### src/mhup_pkg.sv
package mhup_pkg;

   // Clock figures
   localparam int unsigned CLK_HZ      = 100000000;
   localparam int unsigned CLK_NS      = 10;
   localparam int unsigned MCLK_HZ     = 4096000;
   localparam int unsigned DIV_SCALE   = 524288;

   // Bit timing
   localparam int unsigned OVERSAMPLE  = 16;
   localparam int unsigned ACC_W       = 32;
   localparam longint unsigned ACC_NUM  =
      longint'(MCLK_HZ) * longint'(OVERSAMPLE) * (64'h1 << ACC_W);
   localparam longint unsigned ACC_DEN  =
      longint'(DIV_SCALE) * longint'(CLK_HZ);
   localparam logic [ACC_W-1:0] ACC_STEP =
      ACC_W'((ACC_NUM + ACC_DEN / 2) / ACC_DEN);
   localparam logic [3:0]  SUB_LAST    = 4'hF;
   localparam logic [3:0]  SUB_MID     = 4'h7;

   // Frame layout
   localparam logic [3:0]  BIT_START   = 4'h0;
   localparam logic [3:0]  BIT_STOP    = 4'h9;
   localparam int unsigned FRAME_BITS  = 10;

   // Divisor for 600 baud at the nominal master clock
   localparam logic [15:0] BAUD_DIV_RESET = 16'h004D;

   // Reset pin filter and start-up sequence
   localparam int unsigned RESET_HOLD_NS     = 120000;
   localparam int unsigned RESET_HOLD_CYCLES =
      (RESET_HOLD_NS + CLK_NS - 1) / CLK_NS;
   localparam logic [4:0]  INIT_CYCLES = 5'h10;

   // Digital output function
   typedef enum logic [1:0]
   {
      DO_PULSE = 2'h0,
      DO_IRQ   = 2'h1,
      DO_ZC    = 2'h2,
      DO_DIR   = 2'h3
   } mhup_do_sel_t;

   typedef enum logic [1:0]
   {
      ST_RESET,
      ST_INIT,
      ST_RUN
   } mhup_state_t;

endpackage : mhup_pkg

### src/mhup_uart_port.sv
`timescale 1ns/100ps
// Contract
// - reset pin low over 120us resets all; rx_data keeps its last value here
// - release runs init loading default values
// - start, eight data LSB first, stop
// - transmit and receive run independently
// - tx carries out, rx carries in
// - bit rate = 16-bit divisor x MCLK/524288
// - 600 baud default after reset
// - rate never above 512K baud
// - digital output drives one selected function
// - master clock crystal or external source
module mhup_uart_port
   import mhup_pkg::*;
#(
   parameter int unsigned RESET_HOLD = RESET_HOLD_CYCLES
)
(
   input  wire logic         clk,
   input  wire logic         nrst,
   input  wire logic         reset_pin_n,
   input  wire logic         rx,
   output logic              tx,
   input  wire logic [15:0]  baud_divisor,
   input  wire logic         baud_load,
   input  wire logic [7:0]   tx_data,
   input  wire logic         tx_valid,
   output logic              tx_ready,
   output logic [7:0]        rx_data,
   output logic              rx_valid,
   output logic              rx_frame_err,
   input  wire logic [1:0]   output_config,
   input  wire logic         output_config_load,
   input  wire logic         energy_pulse,
   input  wire logic         irq_event,
   input  wire logic         zero_cross,
   input  wire logic         energy_dir,
   output logic              do_pin,
   output logic              running
);

   ////////////////////////////////////////////////////////////////////////
   // Reset pin filter and start-up

   mhup_state_t   state_q, state_d;
   logic [31:0]   hold_q, hold_d;
   logic [4:0]    init_q, init_d;

   always_comb
   begin
      state_d = state_q;
      hold_d  = reset_pin_n ? 32'h0 : hold_q;
      init_d  = init_q;
      if (!reset_pin_n && hold_q < RESET_HOLD)
      begin
         hold_d = hold_q + 32'h1;
      end
      case (state_q)
         ST_RESET:
         begin
            init_d = 5'h0;
            if (reset_pin_n)
            begin
               state_d = ST_INIT;
            end
         end
         ST_INIT:
         begin
            init_d = init_q + 5'h1;
            if (init_q == INIT_CYCLES - 5'h1)
            begin
               state_d = ST_RUN;
            end
         end
         default:
         begin
            state_d = state_q;
         end
      endcase
      if (!reset_pin_n && hold_q >= RESET_HOLD - 1)
      begin
         state_d = ST_RESET;
      end
   end

   always_ff @(posedge clk or negedge nrst)
   begin
      if (!nrst)
      begin
         state_q <= ST_RESET;
         hold_q  <= 32'h0;
         init_q  <= 5'h0;
      end
      else
      begin
         state_q <= state_d;
         hold_q  <= hold_d;
         init_q  <= init_d;
      end
   end

   assign running = (state_q == ST_RUN);

   ////////////////////////////////////////////////////////////////////////
   // Configuration and bit-rate generator

   logic [15:0]       div_q, div_d;
   mhup_do_sel_t      dosel_q, dosel_d;
   logic [ACC_W-1:0]  acc_q, acc_d;
   logic              tick;
   logic [ACC_W:0]    acc_sum;
   logic [ACC_W-1:0]  acc_inc;

   always_comb
   begin
      div_d   = div_q;
      dosel_d = dosel_q;
      if (!running)
      begin
         div_d   = BAUD_DIV_RESET;
         dosel_d = DO_PULSE;
      end
      else
      begin
         if (baud_load)
         begin
            div_d = baud_divisor;
         end
         if (output_config_load)
         begin
            dosel_d = mhup_do_sel_t'(output_config);
         end
      end
      // Rate = divisor * MCLK / 524288, sixteen ticks per bit
      acc_inc = ACC_W'(ACC_STEP * div_q);
      acc_sum = {1'b0, acc_q} + {1'b0, acc_inc};
      acc_d   = running ? acc_sum[ACC_W-1:0] : '0;
   end

   assign tick = running && acc_sum[ACC_W];

   always_ff @(posedge clk or negedge nrst)
   begin
      if (!nrst)
      begin
         div_q   <= BAUD_DIV_RESET;
         dosel_q <= DO_PULSE;
         acc_q   <= '0;
      end
      else
      begin
         div_q   <= div_d;
         dosel_q <= dosel_d;
         acc_q   <= acc_d;
      end
   end

   ////////////////////////////////////////////////////////////////////////
   // Digital output

   logic do_d;

   always_comb
   begin
      case (dosel_q)
         DO_PULSE: do_d = energy_pulse;
         DO_IRQ:   do_d = irq_event;
         DO_ZC:    do_d = zero_cross;
         DO_DIR:   do_d = energy_dir;
         default:  do_d = 1'b0;
      endcase
      if (!running)
      begin
         do_d = 1'b0;
      end
   end

   always_ff @(posedge clk or negedge nrst)
   begin
      if (!nrst)
      begin
         do_pin <= 1'b0;
      end
      else
      begin
         do_pin <= do_d;
      end
   end

   ////////////////////////////////////////////////////////////////////////
   // Transmitter

   logic              tx_busy_q, tx_busy_d;
   logic [3:0]        tx_sub_q, tx_sub_d;
   logic [3:0]        tx_bit_q, tx_bit_d;
   logic [FRAME_BITS-1:0] tx_sh_q, tx_sh_d;

   assign tx_ready = running && !tx_busy_q;

   always_comb
   begin
      tx_busy_d = tx_busy_q;
      tx_sub_d  = tx_sub_q;
      tx_bit_d  = tx_bit_q;
      tx_sh_d   = tx_sh_q;
      if (!running)
      begin
         tx_busy_d = 1'b0;
         tx_sh_d   = '1;
      end
      else if (!tx_busy_q)
      begin
         if (tx_valid)
         begin
            tx_busy_d = 1'b1;
            tx_sub_d  = 4'h0;
            tx_bit_d  = BIT_START;
            tx_sh_d   = {1'b1, tx_data, 1'b0};
         end
      end
      else if (tick)
      begin
         tx_sub_d = tx_sub_q + 4'h1;
         if (tx_sub_q == SUB_LAST)
         begin
            tx_sh_d  = {1'b1, tx_sh_q[FRAME_BITS-1:1]};
            tx_bit_d = tx_bit_q + 4'h1;
            if (tx_bit_q == BIT_STOP)
            begin
               tx_busy_d = 1'b0;
            end
         end
      end
   end

   always_ff @(posedge clk or negedge nrst)
   begin
      if (!nrst)
      begin
         tx_busy_q <= 1'b0;
         tx_sub_q  <= 4'h0;
         tx_bit_q  <= 4'h0;
         tx_sh_q   <= '1;
      end
      else
      begin
         tx_busy_q <= tx_busy_d;
         tx_sub_q  <= tx_sub_d;
         tx_bit_q  <= tx_bit_d;
         tx_sh_q   <= tx_sh_d;
      end
   end

   assign tx = tx_sh_q[0];

   ////////////////////////////////////////////////////////////////////////
   // Receiver

   logic        rx_prev_q, rx_busy_q, rx_busy_d;
   logic [3:0]  rx_sub_q, rx_sub_d;
   logic [3:0]  rx_bit_q, rx_bit_d;
   logic [7:0]  rx_sh_q, rx_sh_d;
   logic [7:0]  rx_data_d;
   logic        rx_valid_d, rx_err_d;

   always_comb
   begin
      rx_busy_d  = rx_busy_q;
      rx_sub_d   = rx_sub_q;
      rx_bit_d   = rx_bit_q;
      rx_sh_d    = rx_sh_q;
      rx_data_d  = rx_data;
      rx_valid_d = 1'b0;
      rx_err_d   = 1'b0;
      if (!running)
      begin
         rx_busy_d = 1'b0;
      end
      else if (!rx_busy_q)
      begin
         if (rx_prev_q && !rx)
         begin
            rx_busy_d = 1'b1;
            rx_sub_d  = 4'h0;
            rx_bit_d  = BIT_START;
         end
      end
      else if (tick)
      begin
         rx_sub_d = rx_sub_q + 4'h1;
         if (rx_sub_q == SUB_MID)
         begin
            if (rx_bit_q == BIT_START)
            begin
               rx_busy_d = !rx;
            end
            else if (rx_bit_q == BIT_STOP)
            begin
               rx_busy_d  = 1'b0;
               rx_data_d  = rx_sh_q;
               rx_valid_d = rx;
               rx_err_d   = !rx;
            end
            else
            begin
               rx_sh_d = {rx, rx_sh_q[7:1]};
            end
         end
         if (rx_sub_q == SUB_LAST)
         begin
            rx_bit_d = rx_bit_q + 4'h1;
         end
      end
   end

   always_ff @(posedge clk or negedge nrst)
   begin
      if (!nrst)
      begin
         rx_prev_q    <= 1'b1;
         rx_busy_q    <= 1'b0;
         rx_sub_q     <= 4'h0;
         rx_bit_q     <= 4'h0;
         rx_sh_q      <= 8'h00;
         rx_data      <= 8'h00;
         rx_valid     <= 1'b0;
         rx_frame_err <= 1'b0;
      end
      else
      begin
         rx_prev_q    <= rx;
         rx_busy_q    <= rx_busy_d;
         rx_sub_q     <= rx_sub_d;
         rx_bit_q     <= rx_bit_d;
         rx_sh_q      <= rx_sh_d;
         rx_data      <= rx_data_d;
         rx_valid     <= rx_valid_d;
         rx_frame_err <= rx_err_d;
      end
   end

   ////////////////////////////////////////////////////////////////////////
   // Checks

   a_reset_hold: assert property (@(posedge clk) disable iff (!nrst)
      (!reset_pin_n && hold_q == RESET_HOLD - 1) |=> state_q == ST_RESET)
      else $error("reset pin hold did not reset");

   a_reset_glitch: assert property (@(posedge clk) disable iff (!nrst)
      (running && reset_pin_n) |=> running)
      else $error("left run without reset pin");

   a_init_length: assert property (@(posedge clk) disable iff (!nrst)
      $rose(state_q == ST_INIT) |-> !running [*8])
      else $error("init sequence too short");

   a_baud_default: assert property (@(posedge clk) disable iff (!nrst)
      $rose(running) |-> div_q == BAUD_DIV_RESET && dosel_q == DO_PULSE)
      else $error("defaults not loaded at start");

   a_tx_start: assert property (@(posedge clk) disable iff (!nrst)
      (tx_valid && tx_ready) |=> !tx && tx_busy_q)
      else $error("start bit not driven");

   a_tx_stop_end: assert property (@(posedge clk) disable iff (!nrst)
      (tx_busy_q && tick && tx_sub_q == SUB_LAST && tx_bit_q == BIT_STOP)
      |-> tx ##1 !tx_busy_q)
      else $error("frame did not end after stop bit");

   a_tx_idle: assert property (@(posedge clk) disable iff (!nrst)
      !tx_busy_q |-> tx)
      else $error("line not idle high");

   a_rx_pulse: assert property (@(posedge clk) disable iff (!nrst)
      rx_valid |-> !rx_frame_err ##1 !rx_valid)
      else $error("receive strobe not one cycle");

   a_do_select: assert property (@(posedge clk) disable iff (!nrst)
      (running && dosel_q == DO_ZC && $stable(dosel_q)) |=>
         do_pin == $past(zero_cross))
      else $error("digital output wrong source");

endmodule : mhup_uart_port
### config.mk
export PLATFORM = sky130hd
export DESIGN_NAME = mhup_uart_port
export DESIGN_NICKNAME = d
export VERILOG_FILES = /design/src/mhup_pkg.sv /design/src/mhup_uart_port.sv
export SDC_FILE = /design/constraint.sdc
export NUM_CORES = 1
export LEC_CHECK = 0
export ABC_AREA = 1
export BUFFER_PORTS_ARGS = -buffer_cell sky130_fd_sc_hd__buf_4
export CORE_MARGIN = 1.5
export CORE_UTILIZATION = 30
export DETAILED_ROUTE_END_ITERATION = 8
export PLACE_DENSITY = 0.58
export REMOVE_ABC_BUFFERS = 1
export SLEW_MARGIN = 20
export SYNTH_ARGS = -nofsm -noshare
export SYNTH_HDL_FRONTEND = slang
export SYNTH_SLANG_ARGS = --single-unit
### constraint.sdc
create_clock -name clk -period 5.07 [get_ports clk]
set_input_delay 1.014 -clock clk [delete_from_list [all_inputs] [get_ports clk]]
set_output_delay 1.014 -clock clk [all_outputs]
set_load 0.005 [all_outputs]
## Word-level counts from Yosys, hierarchy flattened

Index checks and enable logic that the tools add are counted.
W data, S select, Z words.

- Add/sub/neg operators: 7
- Multipliers: 1
- Div/mod/pow operators: 0
- Order comparisons: 2
- Equality and inequality tests: 22
- Shift operators: 0
- Mux-type cells: 56
- Bitwise logic cells: 2
- Reductions and logical operators: 24

Operators by type and width:

| kind | count |
|---|---|
| $mux W32 | 3 |
| $mux W10 | 5 |
| $mux W4 | 12 |
| $add A32 B29 Y33 | 1 |
| $add A32 B1 Y32 const B | 1 |
| $ge A32 B14 Y1 const B | 1 |
| $lt A32 B14 Y1 const B | 1 |
| $mux W16 | 2 |
| $mul A13 B16 Y29 const A | 1 |
| $mux W1 | 26 |
| $add A4 B1 Y4 const B | 4 |
| $eq A4 B4 Y1 const B | 4 |
| $reduce_and A3 Y1 | 4 |
| $reduce_and A6 Y1 | 2 |
| $mux W2 | 5 |
| $pmux W5 S2 | 1 |
| $ne A3 B3 Y1 const B | 3 |
| $ne A2 B2 Y1 const B | 4 |
| $reduce_and A4 Y1 | 2 |
| $reduce_bool A2 Y1 | 4 |
| $eq A2 B2 Y1 const B | 3 |
| $ne A3 B2 Y1 const B | 2 |
| $add A5 B1 Y5 const B | 1 |
| $eq A5 B4 Y1 const B | 1 |
| other kinds (11) | 21 |

- Register bits after elaboration: 137
- Bits in latches: 0
- Bits in writable memories: 0
- ROM bits: 0
- Output and inout bits: 14
- Word-level logic and storage cells: 133
- Memories kept: 0

## Longest topological paths before layout

- Word-level depth: 7
- Mapped depth: 25
- Gate-level depth less buffers: 25

## Worst setup path after synthesis

OpenSTA, ideal clock, no wires.

- Path type: register -> register
- Start point: register div_q[13]
- End point: register rx_data[0]
- Setup time: 117 ps
- Arrival time: 4996 ps
- Data required time: 4953 ps
- Setup slack: -43 ps
- Stages on the path, launching flop included: 23
- Buffers on the path: 1
- Clock period less this slack: 5113 ps
- Cell sequence: dfrtp_1 inv_1 fa_1 inv_1 ha_1 fa_1 fa_1 fa_1 inv_1 fa_1 inv_1 ha_1 nand2_2 inv_1 nand2_1 nand2_1 nand2_1 nand2_1 a21oi_2 nand2_4 nand3_4 buf_6 o21ai_2

- Longest elaborated chain between the ends: 4

Ends and longest elaborated chain:

| element | RTL line | text |
|---|---|---|
| start, declared | mhup_uart_port.sv:107 | `logic [15:0] div_q, div_d;` |
| start signal, assigned | mhup_uart_port.sv:152 | `div_q <= div_d;` |
| $mul A13 B16 Y29 | mhup_uart_port.sv:135 | `acc_inc = ACC_W'(ACC_STEP * div_q);` |
| $add A32 B29 Y33 | mhup_uart_port.sv:136 | `acc_sum = {1'b0, acc_q} + {1'b0, acc_inc};` |
| $logic_and A1 B1 Y1 | mhup_uart_port.sv:140 | `assign tick = running && acc_sum[ACC_W];` |
| $reduce_and A6 Y1 (no line) | - |  |
| end signal, assigned | mhup_uart_port.sv:336 | `rx_data <= rx_data_d;` |
| end, declared | mhup_uart_port.sv:29 | `output logic [7:0] rx_data,` |

Every way passes these cells.
A chain may end at the register's enable or synchronous reset.

## Worst setup path in the final report

- Start point: register div_q[11]
- End point: register rx_sh_q[4]

- Longest elaborated chain between the ends: 4

Ends and longest elaborated chain:

| element | RTL line | text |
|---|---|---|
| $mul A13 B16 Y29 | mhup_uart_port.sv:135 |  |
| $add A32 B29 Y33 | mhup_uart_port.sv:136 |  |
| $logic_and A1 B1 Y1 | mhup_uart_port.sv:140 |  |
| $reduce_and A6 Y1 (no line) | - |  |
| end signal, assigned | mhup_uart_port.sv:335 | `rx_sh_q <= rx_sh_d;` |
| end, declared | mhup_uart_port.sv:262 | `logic [7:0] rx_sh_q, rx_sh_d;` |

Every way passes these cells.

==> impl_metrics.py <==
metrics = {
    "run_status": {
        "run_status": "complete, but fails checks",
        "failed_checks": "negative setup slack",
    },
    "global_route": {
        "total_global_routing_track_utilization": 0.146,
        "initial_antenna_violation_count": 0,
        "number_of_global_route_vias_before_repair": 9576,
        "grt_pass1_wl_um": 46300,
        "grt_remaining_overflow": 0,
        "grt_max_degree": 72,
    },
    "cts": {
        "buffer_levels_on_the_longest_clock_path": 2,
        "clk_pin_slew_ps": 70,
        "numClockSinks": 136,
        "tritoncts_buffer_count": 17,
        "h-tree-depth": 4,
        "clock_tree.root_cell": "sky130_fd_sc_hd__clkbuf_16",
        "tritoncts_clock_tree": "built",
        "post_cts_hold_buffer_count": 0,
        "insertion_delay_to_the_later_sink_of_the_worst_skew_pair_ps": 440,
    },
    "drt": {
        "postRouteAntennaNets": 0,
        "top_layer": "met4",
        "detail_route.wl_per_cell_um": 12.9,
        "drt-initial-drc-count": 372,
        "via_per_inst": 4.43,
        "met2_length_um": 13200,
        "wirelength_met1_um": 12400,
        "detailedRoute.firstPassIterationCount": 5,
        "route.met3.wl_um": 691,
        "wl_um": 26700,
        "vias": 9170,
        "drt_drc_violations_left": 0,
    },
    "place": {
        "gp_congestion": 0.865,
        "number_of_buffers_added_on_ports": 50,
        "detailed_place_hpwl_um": 20200,
        "setup_ws_pre_cts_ps": -252,
        "dpl.cell_count": 2010,
    },
    "logic_synthesis": {
        "syn-instance-count": 1380,
        "async_flop_share": 1.00,
        "synth.yosys.warnings": 0,
        "synthFlopType": "sky130_fd_sc_hd__dfrtp_1",
        "count_of_cell_types_in_the_netlist": 43,
        "synth.ff_latch_count": 136,
        "sequential_area_share_after_synthesis": 0.297,
        "syn-cell-area_um2": 11500,
        "synth_area_per_cell_um2": 8.35,
        "synth-edff-count": 0,
    },
    "floorplanning": {
        "placement_rows": 71,
        "die_width_um": 199,
        "start_util": 0.305,
        "die_area_um2": 39600,
        "core_um2": 37800,
        "pin_count": 51,
        "die_h_um": 199,
    },
    "min_path": {
        "min_path_type": "flip-flop to flip-flop",
        "start_point_of_the_worst_min_delay_path": "hold_q[20]$_DFFE_PN0P_",
    },
    "power": {
        "power.clock.fraction": 0.511,
        "power.density_nw_per_um2": 173,
        "power.sequential.fraction": 0.439,
        "switching_share": 0.273,
        "power.ir.vdd_worst_v": 0.000229,
        "power.combinational.fraction": 0.051,
        "leakagePower_nw": 7.60,
        "internal_pwr_total_mw": 1.86,
        "total_net_switching_power_uw": 697,
        "total_power_mw": 2.56,
    },
    "setup_path": {
        "critical_path.max_fanout": 8,
        "arr_time_crit_path_ps": 5490,
        "timing.setup.critical_path_class": "flip-flop to flip-flop",
        "worst_setup_path_start_kind": "flip-flop",
        "crit_start": "div_q[11]$_DFFE_PN0P_",
        "critPathCaptureType": "flip-flop",
        "r2r_start": "div_q[11]$_DFFE_PN0P_",
        "critPathRequiredTime_ps": 5440,
    },
    "timing": {
        "rsz0062_at_grt": "true",
        "max_clock_freq_ghz": 0.195,
        "setup_ws_ps": -50.3,
        "tightest_slew_ps": 703,
        "timing.final.max_slew_violations": 0,
        "post-route-period-util": 1.01,
        "count_of_endpoints_failing_hold_in_the_final_timing_report": 0,
        "fin_crit_ps": 5120,
        "normalized_max_slew_margin": 0.529,
        "report.final.setup_viol": 27,
        "fin_skew_ps": 12.4,
    },
    "finish": {
        "synthToLayoutAreaGrowth_pct": 28.1,
        "drive_above_1_share": 0.251,
        "n_diodes": 0,
        "final_cells": 2068,
        "final_common_cell": "sky130_fd_sc_hd__inv_1",
        "layout.cells.most_common_list": "sky130_fd_sc_hd__inv_1, sky130_fd_sc_hd__nand2_1, sky130_fd_sc_hd__buf_4, sky130_fd_sc_hd__nor2_1, sky130_fd_sc_hd__dfrtp_1",
        "design.final.nets": 1812,
    },
    "job": {
        "max_cap_viol_count": 0,
    },
}
critical path, cell delays in order, from the launching register on:
cell	delay [ps]
sky130_fd_sc_hd__dfrtp_2	460
sky130_fd_sc_hd__buf_4	160
sky130_fd_sc_hd__fa_1	480
sky130_fd_sc_hd__ha_1	320
sky130_fd_sc_hd__fa_1	500
sky130_fd_sc_hd__fa_1	440
sky130_fd_sc_hd__fa_1	540
sky130_fd_sc_hd__inv_1	60
sky130_fd_sc_hd__fa_1	510
sky130_fd_sc_hd__inv_1	70
sky130_fd_sc_hd__ha_4	300
sky130_fd_sc_hd__nand2_1	60
sky130_fd_sc_hd__nand2_1	100
sky130_fd_sc_hd__nand2_1	80
sky130_fd_sc_hd__nand2_2	70
sky130_fd_sc_hd__nand2_1	60
sky130_fd_sc_hd__nand2_2	80
sky130_fd_sc_hd__a21oi_2	60
sky130_fd_sc_hd__buf_6	130
sky130_fd_sc_hd__nand2_8	120
sky130_fd_sc_hd__nand3_4	80
sky130_fd_sc_hd__nor2_4	220
sky130_fd_sc_hd__nand2_2	90
sky130_fd_sc_hd__nand2_2	70
kinds of logic after synthesis:
| family | Yosys count | share of synthesized area |
|---|---|---|
| buffers and inverters | 305 | 0.101 |
| AOI/OAI and AO/OA | 153 | 0.0723 |
| xor gates and xnor gates | 19 | 0.0144 |
| adders and majority gates | 231 | 0.316 |
| and+or+nand+nor | 536 | 0.199 |
| DFF | 136 | 0.297 |
stage by stage:
| stage | util | cell area [µm²] | setup TNS, ps | hold WS (ps) |
|---|---|---|---|---|
| global placement | 0.349 | 13200 | -8380 | 459 |
| finish | 0.391 | 14800 | -615 | 479 |
| global route | 0.391 | 14800 | -11870 | 503 |
| detailed placement | 0.349 | 13200 | -8260 | 470 |
| CTS | 0.377 | 14200 | -1870 | 488 |
| floorplan | - | 11400 | -1410 | 445 |
power groups by stage:
stage                     clock (mW)  sequential, mW  combinational, mW
after floorplan                    0            1.14             0.0589
after detailed placement           0            1.14              0.129
after CTS                       1.35            1.12              0.132
after global placement             0            1.14              0.126
final                           1.31            1.12              0.130
after global routing            1.38            1.12              0.154
cell usage after synthesis, types with 12 or more instances:
library cell               number  area share
sky130_fd_sc_hd__nor2_1       137       0.045
sky130_fd_sc_hd__nand2_1      277       0.090
sky130_fd_sc_hd__inv_1        282       0.092
sky130_fd_sc_hd__nand3_1       56       0.024
sky130_fd_sc_hd__a21oi_1       76       0.033
sky130_fd_sc_hd__fa_1         101        0.18
sky130_fd_sc_hd__dfrtp_1      122        0.26
sky130_fd_sc_hd__nor3_1        12      0.0052
sky130_fd_sc_hd__o21ai_0       51       0.022
sky130_fd_sc_hd__xor2_1        13      0.0099
sky130_fd_sc_hd__clkbuf_1      12      0.0039
sky130_fd_sc_hd__dfstp_2       14       0.032
sky130_fd_sc_hd__nand4_1       12      0.0065
sky130_fd_sc_hd__ha_1         130        0.14
routing by layer:
metal / up-vias / track usage
met4: 0 / 0.0376
met2: 114 / 0.250
met5: - / 0
met3: 25 / 0.0229
li1: 4622 / -
met1: 4409 / 0.192
worst paths after layout:
| check | end | slack, ps | cells past startpoint |
|---|---|---|---|
| min in group asynchronous | hold_q[26]$_DFFE_PN0P_ | 570 | 1 |
| hold / removal | hold_q[20]$_DFFE_PN0P_ | 480 | 2 |
| max in group asynchronous | tx_sh_q[8]$_DFFE_PN1P_ | 3640 | 2 |
| hold reg to reg | hold_q[20]$_DFFE_PN0P_ | 480 | 2 |
| setup reg to reg | rx_sh_q[4]$_DFFE_PN0P_ | -50 | 23 |
| setup / recovery | rx_sh_q[4]$_DFFE_PN0P_ | -50 | 23 |
cell type report:
cell class | count | area [µm²]
Fill cell | 3758 | 23000
Sequential cell | 136 | 3430
Multi-Input combinational cell | 942 | 7690
Clock inverter | 15 | 184
Timing Repair Buffer | 163 | 1330
Tap cell | 511 | 639
Clock buffer | 17 | 425
Inverter | 284 | 1070
flip-flops by register name (all words and copies together), names as in the netlist, 2 cells and up:
signal,cells
hold_q,32
tx_sh_q,9
init_q,5
rx_sub_q,4
div_q,16
rx_sh_q,8
rx_data,8
tx_sub_q,4
tx_bit_q,4
dosel_q,2
rx_bit_q,4
acc_q,32
state_q,2
timing repair:
item / CTS / global route
pin swaps: 56 / 67
resized for setup: 65 / 128
endpoints found under the setup margin: 65 / 65
gates cloned: 3 / 0
setup buffers: 12 / 10
No activity file was read; power rests on OpenSTA's default activity.
